### src/hw/itmr_pkg.sv
package itmr_pkg;
    // Bus shape
    localparam int ADDR_W = 8;
    localparam int DATA_W = 16;

    // Register offsets
    localparam logic [7:0] OFF_COUNT_VALUE  = 8'h02;
    localparam logic [7:0] OFF_MODULO_VALUE = 8'h03;
    localparam logic [7:0] OFF_XFER_BUF     = 8'h04;
    localparam logic [7:0] OFF_TIMER_MODE   = 8'h11;
    localparam logic [7:0] OFF_OUT_ROUTING  = 8'h12;
    localparam logic [7:0] OFF_IRQ_STATUS   = 8'h20;
    localparam logic [7:0] OFF_IRQ_MASK     = 8'h21;

    // Timer mode fields
    localparam int MODE_SEL_LO_BIT = 0;
    localparam int MODE_SEL_HI_BIT = 1;
    localparam int MODE_CLEAR_BIT  = 2;
    localparam int MODE_RUN_BIT    = 3;

    // Output routing and status fields
    localparam int ROUTE_SEL_BIT   = 0;
    localparam int STAT_MATCH_BIT  = 0;
    localparam int STAT_WAIT_BIT   = 1;
    localparam int STAT_W          = 2;

    // Reset values
    localparam logic [7:0] MODULO_RST  = 8'hFF;
    localparam logic [1:0] PSEL_RST    = 2'h0;
    localparam logic       RUN_RST     = 1'b1;
    localparam logic [3:0] ROUTE_RST   = 4'h0;
    localparam logic       MATCH_FF_RST = 1'b0;

    // Prescaler taps: divide by 2*2^tap gives fx/32, fx/256, fx/2048
    localparam int PRESC_W   = 11;
    localparam int TAP_DIV32   = 4;
    localparam int TAP_DIV256  = 7;
    localparam int TAP_DIV2048 = 10;

    // Clock
    localparam int CLK_PERIOD_NS = 50;

    typedef enum logic [1:0] {
        PSEL_DIV256,
        PSEL_DIV32,
        PSEL_DIV2048,
        PSEL_EXT_PIN
    } pulse_sel_t;
endpackage

### src/hw/interval_timer_read_and_output.sv
// Design decision made here: the plain strobed port.
`timescale 1ns/1ps
module interval_timer_read_and_output (
    // Clock and reset
    input  wire logic                        ref_clk,
    input  wire logic                        rst_n,
    // Register port
    input  wire logic [itmr_pkg::ADDR_W-1:0] reg_addr,
    input  wire logic [itmr_pkg::DATA_W-1:0] reg_wdata,
    input  wire logic                        reg_wr,
    input  wire logic                        reg_rd,
    output logic      [itmr_pkg::DATA_W-1:0] reg_rdata,
    // External count source
    input  wire logic                        ext_int_pin,
    // Port logic beside the shared pin
    input  wire logic                        shared_pin_direction_bit,
    input  wire logic                        port_out_data,
    // Shared open-drain pin
    input  wire logic                        shared_port_pin_i,
    output logic                             shared_port_pin_o,
    output logic                             shared_port_pin_oe,
    output logic                             port_in_data,
    // Status
    output logic                             osc_wait_busy,
    output logic                             irq
);
    import itmr_pkg::*;

    logic [PRESC_W-1:0] presc_ff;
    logic [7:0]         count_ff;
    logic [7:0]         modulo_ff;
    logic [DATA_W-1:0]  xfer_buf_ff;
    logic [1:0]         psel_ff;
    logic               run_ff;
    logic               run_prev_ff;
    logic               match_out_select_ff;
    logic               lvl_prev_ff;
    logic               pend_ff;
    logic               match_ff;
    logic               wait_ff;
    logic [STAT_W-1:0]  status_ff;
    logic [STAT_W-1:0]  mask_ff;
    logic [DATA_W-1:0]  rdata_ff;

    // Address decode
    wire wr_mode   = reg_wr && (reg_addr == OFF_TIMER_MODE);
    wire wr_route  = reg_wr && (reg_addr == OFF_OUT_ROUTING);
    wire wr_buf    = reg_wr && (reg_addr == OFF_XFER_BUF);
    wire wr_modulo = reg_wr && (reg_addr == OFF_MODULO_VALUE);
    wire wr_stat   = reg_wr && (reg_addr == OFF_IRQ_STATUS);
    wire wr_mask   = reg_wr && (reg_addr == OFF_IRQ_MASK);
    wire get_now   = reg_rd && (reg_addr == OFF_COUNT_VALUE);
    wire clr_req   = wr_mode && reg_wdata[MODE_CLEAR_BIT];

    // Count pulse selection
    wire pulse_sel_t psel = pulse_sel_t'(psel_ff);
    wire pulse_lvl =
        (psel == PSEL_DIV32)   ? presc_ff[TAP_DIV32]   :
        (psel == PSEL_DIV2048) ? presc_ff[TAP_DIV2048] :
        (psel == PSEL_EXT_PIN) ? ext_int_pin           :
                                 presc_ff[TAP_DIV256];
    wire pulse_rise = pulse_lvl && !lvl_prev_ff;
    wire run_start  = run_ff && !run_prev_ff;
    // Low level at start counts the starting instant
    wire start_cnt  = run_start && !pulse_lvl;
    wire cnt_evt    = run_ff && (pulse_rise || start_cnt);
    // Counter frozen in a read cycle, pending pulse applied later
    wire eff_cnt    = run_ff && !get_now && (cnt_evt || pend_ff);
    wire match      = eff_cnt && (count_ff == modulo_ff);
    wire [7:0] count_inc = count_ff + 8'h01;

    wire [STAT_W-1:0] stat_set = {match && wait_ff, match};
    wire [STAT_W-1:0] stat_clr = wr_stat ? reg_wdata[STAT_W-1:0] : '0;

    // Read data mux
    wire [DATA_W-1:0] get_val = {xfer_buf_ff[DATA_W-1:8], count_ff};
    wire [DATA_W-1:0] rd_mux =
        (reg_addr == OFF_COUNT_VALUE) ? get_val :
        (reg_addr == OFF_XFER_BUF)    ? xfer_buf_ff :
        (reg_addr == OFF_TIMER_MODE)  ? DATA_W'({run_ff, 1'b0, psel_ff}) :
        (reg_addr == OFF_OUT_ROUTING) ? DATA_W'(match_out_select_ff) :
        (reg_addr == OFF_IRQ_STATUS)  ? DATA_W'(status_ff) :
        (reg_addr == OFF_IRQ_MASK)    ? DATA_W'(mask_ff) :
                                        '0;

    // Free running prescaler, never cleared by software
    always_ff @(posedge ref_clk) begin
        if (!rst_n) begin
            presc_ff    <= '0;
            lvl_prev_ff <= 1'b0;
        end else begin
            presc_ff    <= presc_ff + PRESC_W'(1);
            lvl_prev_ff <= pulse_lvl;
        end
    end

    // Mode, routing and modulo registers
    always_ff @(posedge ref_clk) begin
        if (!rst_n) begin
            psel_ff             <= PSEL_RST;
            run_ff              <= RUN_RST;
            run_prev_ff         <= 1'b0;
            match_out_select_ff <= ROUTE_RST[ROUTE_SEL_BIT];
            modulo_ff           <= MODULO_RST;
        end else begin
            run_prev_ff <= run_ff;
            if (wr_mode) begin
                psel_ff <= {reg_wdata[MODE_SEL_HI_BIT], reg_wdata[MODE_SEL_LO_BIT]};
                run_ff  <= reg_wdata[MODE_RUN_BIT];
            end
            if (wr_route) begin
                match_out_select_ff <= reg_wdata[ROUTE_SEL_BIT];
            end
            if (wr_modulo) begin
                modulo_ff <= xfer_buf_ff[7:0];
            end
        end
    end

    // Count register, pending pulse and match flip-flop
    always_ff @(posedge ref_clk) begin
        if (!rst_n) begin
            count_ff <= '0;
            pend_ff  <= 1'b0;
            match_ff <= MATCH_FF_RST;
        end else if (clr_req) begin
            count_ff <= '0;
            pend_ff  <= 1'b0;
            match_ff <= MATCH_FF_RST;
        end else begin
            pend_ff <= get_now && (cnt_evt || pend_ff);
            if (match) begin
                count_ff <= '0;
                match_ff <= !match_ff;
            end else if (eff_cnt) begin
                count_ff <= count_inc;
            end
        end
    end

    // Transfer buffer, oscillation wait, interrupt status and mask
    always_ff @(posedge ref_clk) begin
        if (!rst_n) begin
            xfer_buf_ff <= '0;
            wait_ff     <= 1'b1;
            status_ff   <= '0;
            mask_ff     <= '0;
        end else begin
            if (get_now) begin
                xfer_buf_ff <= get_val;
            end else if (wr_buf) begin
                xfer_buf_ff <= reg_wdata;
            end
            if (match) begin
                wait_ff <= 1'b0;
            end
            status_ff <= (status_ff & ~stat_clr) | stat_set;
            if (wr_mask) begin
                mask_ff <= reg_wdata[STAT_W-1:0];
            end
        end
    end

    // Read data one cycle after the strobe
    always_ff @(posedge ref_clk) begin
        if (!rst_n) begin
            rdata_ff <= '0;
        end else begin
            rdata_ff <= reg_rd ? rd_mux : '0;
        end
    end

    // N-ch open drain: only pulls low
    wire pin_pull = match_out_select_ff ? match_ff :
                    (shared_pin_direction_bit && !port_out_data);

    assign reg_rdata          = rdata_ff;
    assign shared_port_pin_o  = 1'b0;
    assign shared_port_pin_oe = pin_pull;
    assign port_in_data       = shared_port_pin_i;
    assign osc_wait_busy      = wait_ff;
    assign irq                = |(status_ff & mask_ff);

    // Checks
    clear_zero_a: assert property (@(posedge ref_clk) disable iff (!rst_n)
        clr_req |=> (count_ff == 8'h00) && (match_ff == MATCH_FF_RST))
        else $error("clear did not zero count and match ff");
    presc_free_a: assert property (@(posedge ref_clk) disable iff (!rst_n)
        clr_req |=> presc_ff == $past(presc_ff) + PRESC_W'(1))
        else $error("prescaler disturbed by clear");
    match_wrap_a: assert property (@(posedge ref_clk) disable iff (!rst_n)
        match && !clr_req |=> count_ff == 8'h00 && status_ff[STAT_MATCH_BIT])
        else $error("match did not wrap count or set flag");
    toggle_a: assert property (@(posedge ref_clk) disable iff (!rst_n)
        match && !clr_req |=> match_ff != $past(match_ff))
        else $error("match ff did not toggle");
    run_hold_a: assert property (@(posedge ref_clk) disable iff (!rst_n)
        !run_ff && !clr_req |=> count_ff == $past(count_ff))
        else $error("count moved while halted");
    get_hold_a: assert property (@(posedge ref_clk) disable iff (!rst_n)
        get_now && !clr_req |=> count_ff == $past(count_ff))
        else $error("count moved during read");
    get_copy_a: assert property (@(posedge ref_clk) disable iff (!rst_n)
        get_now && !clr_req |=> xfer_buf_ff == {$past(xfer_buf_ff[DATA_W-1:8]),
                                                $past(count_ff)})
        else $error("read did not copy count into buffer");
    pend_apply_a: assert property (@(posedge ref_clk) disable iff (!rst_n)
        get_now && cnt_evt && !clr_req ##1 run_ff && !get_now && !clr_req
        && count_ff != modulo_ff |=> count_ff == $past(count_inc))
        else $error("pending pulse lost after read");
    pin_route_a: assert property (@(posedge ref_clk) disable iff (!rst_n)
        match_out_select_ff |-> shared_port_pin_oe == match_ff)
        else $error("pin does not follow match ff");
    modulo_load_a: assert property (@(posedge ref_clk) disable iff (!rst_n)
        wr_modulo |=> modulo_ff == $past(xfer_buf_ff[7:0]))
        else $error("modulo not loaded from buffer");
    start_low_a: assert property (@(posedge ref_clk) disable iff (!rst_n)
        run_start && !pulse_lvl && !get_now |-> eff_cnt)
        else $error("start at low level did not count");

    // Wait, status and interrupt
    wait_drop_a: assert property (@(posedge ref_clk) disable iff (!rst_n)
        match |=> !wait_ff)
        else $error("wait flag not cleared by match");
    wait_stay_a: assert property (@(posedge ref_clk) disable iff (!rst_n)
        !wait_ff |=> !wait_ff)
        else $error("wait flag rose again");
    stat_wait_a: assert property (@(posedge ref_clk) disable iff (!rst_n)
        match && wait_ff |=> status_ff[STAT_WAIT_BIT])
        else $error("wait done status not set");
    stat_w1c_a: assert property (@(posedge ref_clk) disable iff (!rst_n)
        wr_stat && reg_wdata[STAT_MATCH_BIT] && !match |=> !status_ff[STAT_MATCH_BIT])
        else $error("status bit not cleared by write one");
    stat_sticky_a: assert property (@(posedge ref_clk) disable iff (!rst_n)
        status_ff[STAT_MATCH_BIT] && !(wr_stat && reg_wdata[STAT_MATCH_BIT])
        |=> status_ff[STAT_MATCH_BIT])
        else $error("status bit dropped without clear");
    stat_set_wins_a: assert property (@(posedge ref_clk) disable iff (!rst_n)
        match && wr_stat |=> status_ff[STAT_MATCH_BIT])
        else $error("clear beat a new match");
    mask_load_a: assert property (@(posedge ref_clk) disable iff (!rst_n)
        wr_mask |=> mask_ff == $past(reg_wdata[STAT_W-1:0]))
        else $error("mask not loaded");
    irq_source_a: assert property (@(posedge ref_clk) disable iff (!rst_n)
        irq |-> status_ff != '0)
        else $error("interrupt without status");

    // Shared pin
    pin_port_a: assert property (@(posedge ref_clk) disable iff (!rst_n)
        !match_out_select_ff |->
        shared_port_pin_oe == (shared_pin_direction_bit && !port_out_data))
        else $error("pin does not follow port latch");
    oe_dir_ign_a: assert property (@(posedge ref_clk) disable iff (!rst_n)
        match_out_select_ff && shared_pin_direction_bit |-> shared_port_pin_oe == match_ff)
        else $error("direction bit leaked into match output");
    route_load_a: assert property (@(posedge ref_clk) disable iff (!rst_n)
        wr_route |=> match_out_select_ff == $past(reg_wdata[ROUTE_SEL_BIT]))
        else $error("output select not loaded");

    // Counter core
    presc_step_a: assert property (@(posedge ref_clk) disable iff (!rst_n)
        1'b1 |=> presc_ff == $past(presc_ff) + PRESC_W'(1))
        else $error("prescaler skipped a step");
    clear_pend_a: assert property (@(posedge ref_clk) disable iff (!rst_n)
        clr_req |=> !pend_ff)
        else $error("pending pulse survived clear");
    count_step_a: assert property (@(posedge ref_clk) disable iff (!rst_n)
        eff_cnt && !match && !clr_req |=> count_ff == $past(count_inc))
        else $error("count did not advance by one");
    idle_hold_a: assert property (@(posedge ref_clk) disable iff (!rst_n)
        !eff_cnt && !clr_req |=> count_ff == $past(count_ff))
        else $error("count moved without a pulse");
    start_high_a: assert property (@(posedge ref_clk) disable iff (!rst_n)
        run_start && lvl_prev_ff && pulse_lvl && !pend_ff |-> !eff_cnt)
        else $error("start at high level counted at once");
    get_no_match_a: assert property (@(posedge ref_clk) disable iff (!rst_n)
        get_now |-> !match)
        else $error("match during count read");
    halt_no_match_a: assert property (@(posedge ref_clk) disable iff (!rst_n)
        !run_ff |-> !match)
        else $error("match while halted");
    match_ff_hold_a: assert property (@(posedge ref_clk) disable iff (!rst_n)
        !match && !clr_req |=> match_ff == $past(match_ff))
        else $error("match ff moved without match");
    pend_set_a: assert property (@(posedge ref_clk) disable iff (!rst_n)
        get_now && (cnt_evt || pend_ff) && !clr_req |=> pend_ff)
        else $error("pulse in read cycle not remembered");
    modulo_hold_a: assert property (@(posedge ref_clk) disable iff (!rst_n)
        !wr_modulo |=> modulo_ff == $past(modulo_ff))
        else $error("modulo changed without write");

    // Register port
    mode_load_a: assert property (@(posedge ref_clk) disable iff (!rst_n)
        wr_mode |=> psel_ff == $past({reg_wdata[MODE_SEL_HI_BIT], reg_wdata[MODE_SEL_LO_BIT]}))
        else $error("pulse select not loaded");
    run_load_a: assert property (@(posedge ref_clk) disable iff (!rst_n)
        wr_mode |=> run_ff == $past(reg_wdata[MODE_RUN_BIT]))
        else $error("run flag not loaded");
    buf_write_a: assert property (@(posedge ref_clk) disable iff (!rst_n)
        wr_buf && !get_now |=> xfer_buf_ff == $past(reg_wdata))
        else $error("transfer buffer not written");
    buf_upper_a: assert property (@(posedge ref_clk) disable iff (!rst_n)
        get_now |=> xfer_buf_ff[DATA_W-1:8] == $past(xfer_buf_ff[DATA_W-1:8]))
        else $error("count read changed buffer upper byte");
    rdata_idle_a: assert property (@(posedge ref_clk) disable iff (!rst_n)
        !reg_rd |=> reg_rdata == '0)
        else $error("read data not zero outside read");
    rdata_count_a: assert property (@(posedge ref_clk) disable iff (!rst_n)
        get_now |=> reg_rdata == xfer_buf_ff)
        else $error("count read data differs from buffer");

    // Covers
    match_seen_c: cover property (@(posedge ref_clk) disable iff (!rst_n) match);
    get_pend_c:   cover property (@(posedge ref_clk) disable iff (!rst_n)
        get_now && cnt_evt);
    clear_run_c:  cover property (@(posedge ref_clk) disable iff (!rst_n)
        clr_req && run_ff);
    pin_drive_c:  cover property (@(posedge ref_clk) disable iff (!rst_n)
        match_out_select_ff && shared_port_pin_oe);
    start_high_c: cover property (@(posedge ref_clk) disable iff (!rst_n)
        run_start && pulse_lvl);
endmodule

### config.mk
export PLATFORM = sky130hd
export DESIGN_NAME = interval_timer_read_and_output
export DESIGN_NICKNAME = d
export VERILOG_FILES = /design/src/hw/itmr_pkg.sv /design/src/hw/interval_timer_read_and_output.sv
export SDC_FILE = /design/constraint.sdc
export NUM_CORES = 1
export LEC_CHECK = 0
export BUFFER_PORTS_ARGS = -buffer_cell sky130_fd_sc_hd__buf_2
export CAP_MARGIN = 25
export CORE_UTILIZATION = 50
export DETAILED_ROUTE_END_ITERATION = 8
export PLACE_DENSITY = 0.72
export SYNTH_ARGS = -nofsm -noshare
export SYNTH_HDL_FRONTEND = slang
export SYNTH_SLANG_ARGS = --single-unit
### constraint.sdc
create_clock -name ref_clk -period 4.6 [get_ports ref_clk]
set_input_delay 0.92 -clock ref_clk [delete_from_list [all_inputs] [get_ports ref_clk]]
set_output_delay 0.92 -clock ref_clk [all_outputs]
set_load 0.005 [all_outputs]
==> run metrics <==
ys async rst share 0; clk buf depth 2; Max-cap violations 0; setup_tns 0 ns; Routed Antenna Nets 0; vias in the first global route 2,244; global-route wire length before repair around 11,000 um; worst-margin pin slew about 0.87 ns; P&R area growth vs syn 15.54%; Peak VDD IR 0.2309 mV; worst setup path category in2reg; met2 routed WL between 3000 and 4000 um; Top Ports 53; overall routed net length approximately 6700 um; Max Clock Freq a little under 400 MHz; Final Util 0.6015; Slew Viols, Final 0; layout cell share with drive strength beyond 1 0.2134; Synth Instances ~340; CTS tree done; Final #Nets approximately 420; Worst Path Arrival approximately 2.8 ns; Setup-failing EPs final 0; drc violations 0; clock sink count between 70 and 80; R2R depth 5; RR Startpoint psel[1]$_SDFFE_PN0N_; Pwr Density approximately 340 nW/um2; top layer in use met4; status finished, final reports clean; CP Launch Type input port; hpwl dp between 4000 and 5000 um; post-synthesis register bit count 72; top-area cell type share of the netlist area 0.4649; Post-synth EDFFs 0; count leader, synth dfxtp_1; aggregate global routing overflow 0; Post-Syn Nets roughly 370; fillers roughly 560; largest net degree at the start of global routing 35; core area approximately 6000 um2; vias per inst about 5.5; Crit path required time between 4 and 5 ns; CTS resizes 0; ANT cells 0; die area about 6500 um2; Slew headroom 0.4090; Pleak around 1.3 nW; Mapped Area 3100 um2; DR iter-0 viols 110; Max H-tree Level 3; Met1 Wirelength between 3000 and 4000 um; hold violation count in the final report 0; Yosys warning count 0; capturing point of the worst reg2reg path count_ff[6]$_SDFFE_PP0P_; DR WL/cell roughly 15 um; post-synthesis sequential area ratio 0.4649; Reg2Reg Setup Slack between 2 and 2.5 ns; final period utilization 0.5605; Initial Util 0.5206; Unique masters post-synth between 50 and 60; count of port buffers added during placement 49; CTS buffer count 9; skew final 0.007748 ns; post-route setup slack around 2 ns; hold_buf cts 0; largest area contributor in the netlist dfxtp_1; RSZ-0062 raised after global routing false; dominant synthesized flop cell dfxtp_1; setup slack after placement approximately 1.7 ns; CP max FO 6; hold path depth 1; setup bufs post-CTS 0; met3 routed WL between 400 and 500 um; Hold Path Sink presc_ff[0]$_SDFF_PN0_; drt pass-1 iters 4; clock slew at reported path FFs roughly 0.07 ns; Tot GR Track Use 0.2249; via count between 2,000 and 3,000; worst-skew pair later-pin latency around 0.35 ns; initial antenna violation count 0; Synth Area per Inst 9.173 um2; Tmin final approximately 2.6 ns; Worst Hold Class reg2reg; die height 80.75 um; top cells by area, synth dfxtp_1, nand2_1, xor2_1; hold path startpoint presc_ff[0]$_SDFF_PN0_; Die X 80.75 um; top cells by count, synth dfxtp_1, nand2_1, nor2_1; Placement Rows 28; critical path endpoint category flip-flop; Root Buffer clkbuf_8; Placer Congestion about 0.83
## per-layer routing
metal / up-vias / global-route usage
li1: 1282 / -
met1: 1186 / 0.2896
met2: 78 / 0.3585
met3: 10 / 0.07079
met4: 0 / 0.07143
met5: - / 0
## flip-flops by register name, indices dropped and copies added (netlist names), 2 cells and up
register / cells
mask_ff: 2
psel: 2
modulo_ff: 8
presc_ff: 11
xfer_buf_ff: 16
status_ff: 2
reg_rdata: 16
count_ff: 8
## worst max-delay path: stages
cell and delay, ns:
buf_2 0.12, nor4b_1 0.77, nor3b_1 0.63, nand2_1 0.18, nand2_1 0.10, nand3_1 0.07
## stage by stage
stage                     std cells  area [um2]  hold slack, ns  power (mW)
after floorplan                 338        3100          0.4132      0.6828
after global placement          448        3366          0.4247      0.7077
after detailed placement        448        3366          0.4371      0.7094
after CTS                       464        3582          0.4470       1.230
after global routing            464        3582          0.4619       1.262
final                           464        3582          0.4390       1.221
## logic make-up (layout without fill, tap and decap cells)
group,count (synthesis),after routing,synth area share
compound gates,66,66,0.1473
xor+xnor,19,19,0.05367
fa+ha+maj,2,2,0.008070
buf+inv,19,70,0.03228
flops,72,72,0.4649
mux,16,16,0.05327
other cells,1,1,0.001209
simple gates,143,143,0.2393
## area by class of cell
type                            count  area [um2]  share of cell area
Clock buffer                       12       165.2             0.04611
Multi-Input combinational cell    247        1559              0.4352
Timing Repair Buffer               51       260.3             0.07265
Tap cell                           75       93.84             0.02620
Inverter                            3       11.26            0.003144
Clock inverter                      4       51.30             0.01432
Sequential cell                    72        1441              0.4024
## report_power, final
part | leakage [nW] | internal (mW) | total (mW) | switching (mW)
combinational | 0.659 | 0.0234 | 0.0604 | 0.0370
clock | 0.109 | 0.295 | 0.526 | 0.231
sequential | 0.582 | 0.628 | 0.635 | 0.00680
## worst max-delay path by stage
stage | startpoint | endpoint | slack (ns)
finish | reg_addr[5] | run_ff$_SDFFE_PN1N_ | 2.02
global placement | reg_addr[5] | run_ff$_SDFFE_PN1N_ | 1.81
CTS | reg_addr[5] | run_ff$_SDFFE_PN1N_ | 2.09
global route | reg_addr[5] | run_ff$_SDFFE_PN1N_ | 1.89
detailed placement | reg_addr[5] | run_ff$_SDFFE_PN1N_ | 1.74
floorplan | reg_addr[5] | xfer_buf_ff[6]$_SDFFE_PN0P_ | 2.13
## cells in the final DEF, fill, tap and decap left out, types with 2 or more instances in the layout
cell type  count
dfxtp_1       72
nand2_1       49
buf_2         49
nor2_1        27
a21oi_1       23
nand3_1       20
xor2_1        17
a22oi_1       15
mux2i_1       14
clkbuf_8      12
and2_1        10
or3_1          6
o21ai_0        5
nor4_1         5
and3_1         5
o31ai_1        4
nand2b_1       3
nor3b_1        3
a31oi_1        3
nand3b_1       2
or4_1          2
inv_1          2
nor3_4         2
a22oi_2        2
a21oi_2        2
a21o_1         2
xnor2_1        2
ha_1           2
buf_4          2
Power figures use the tool's default switching activity.
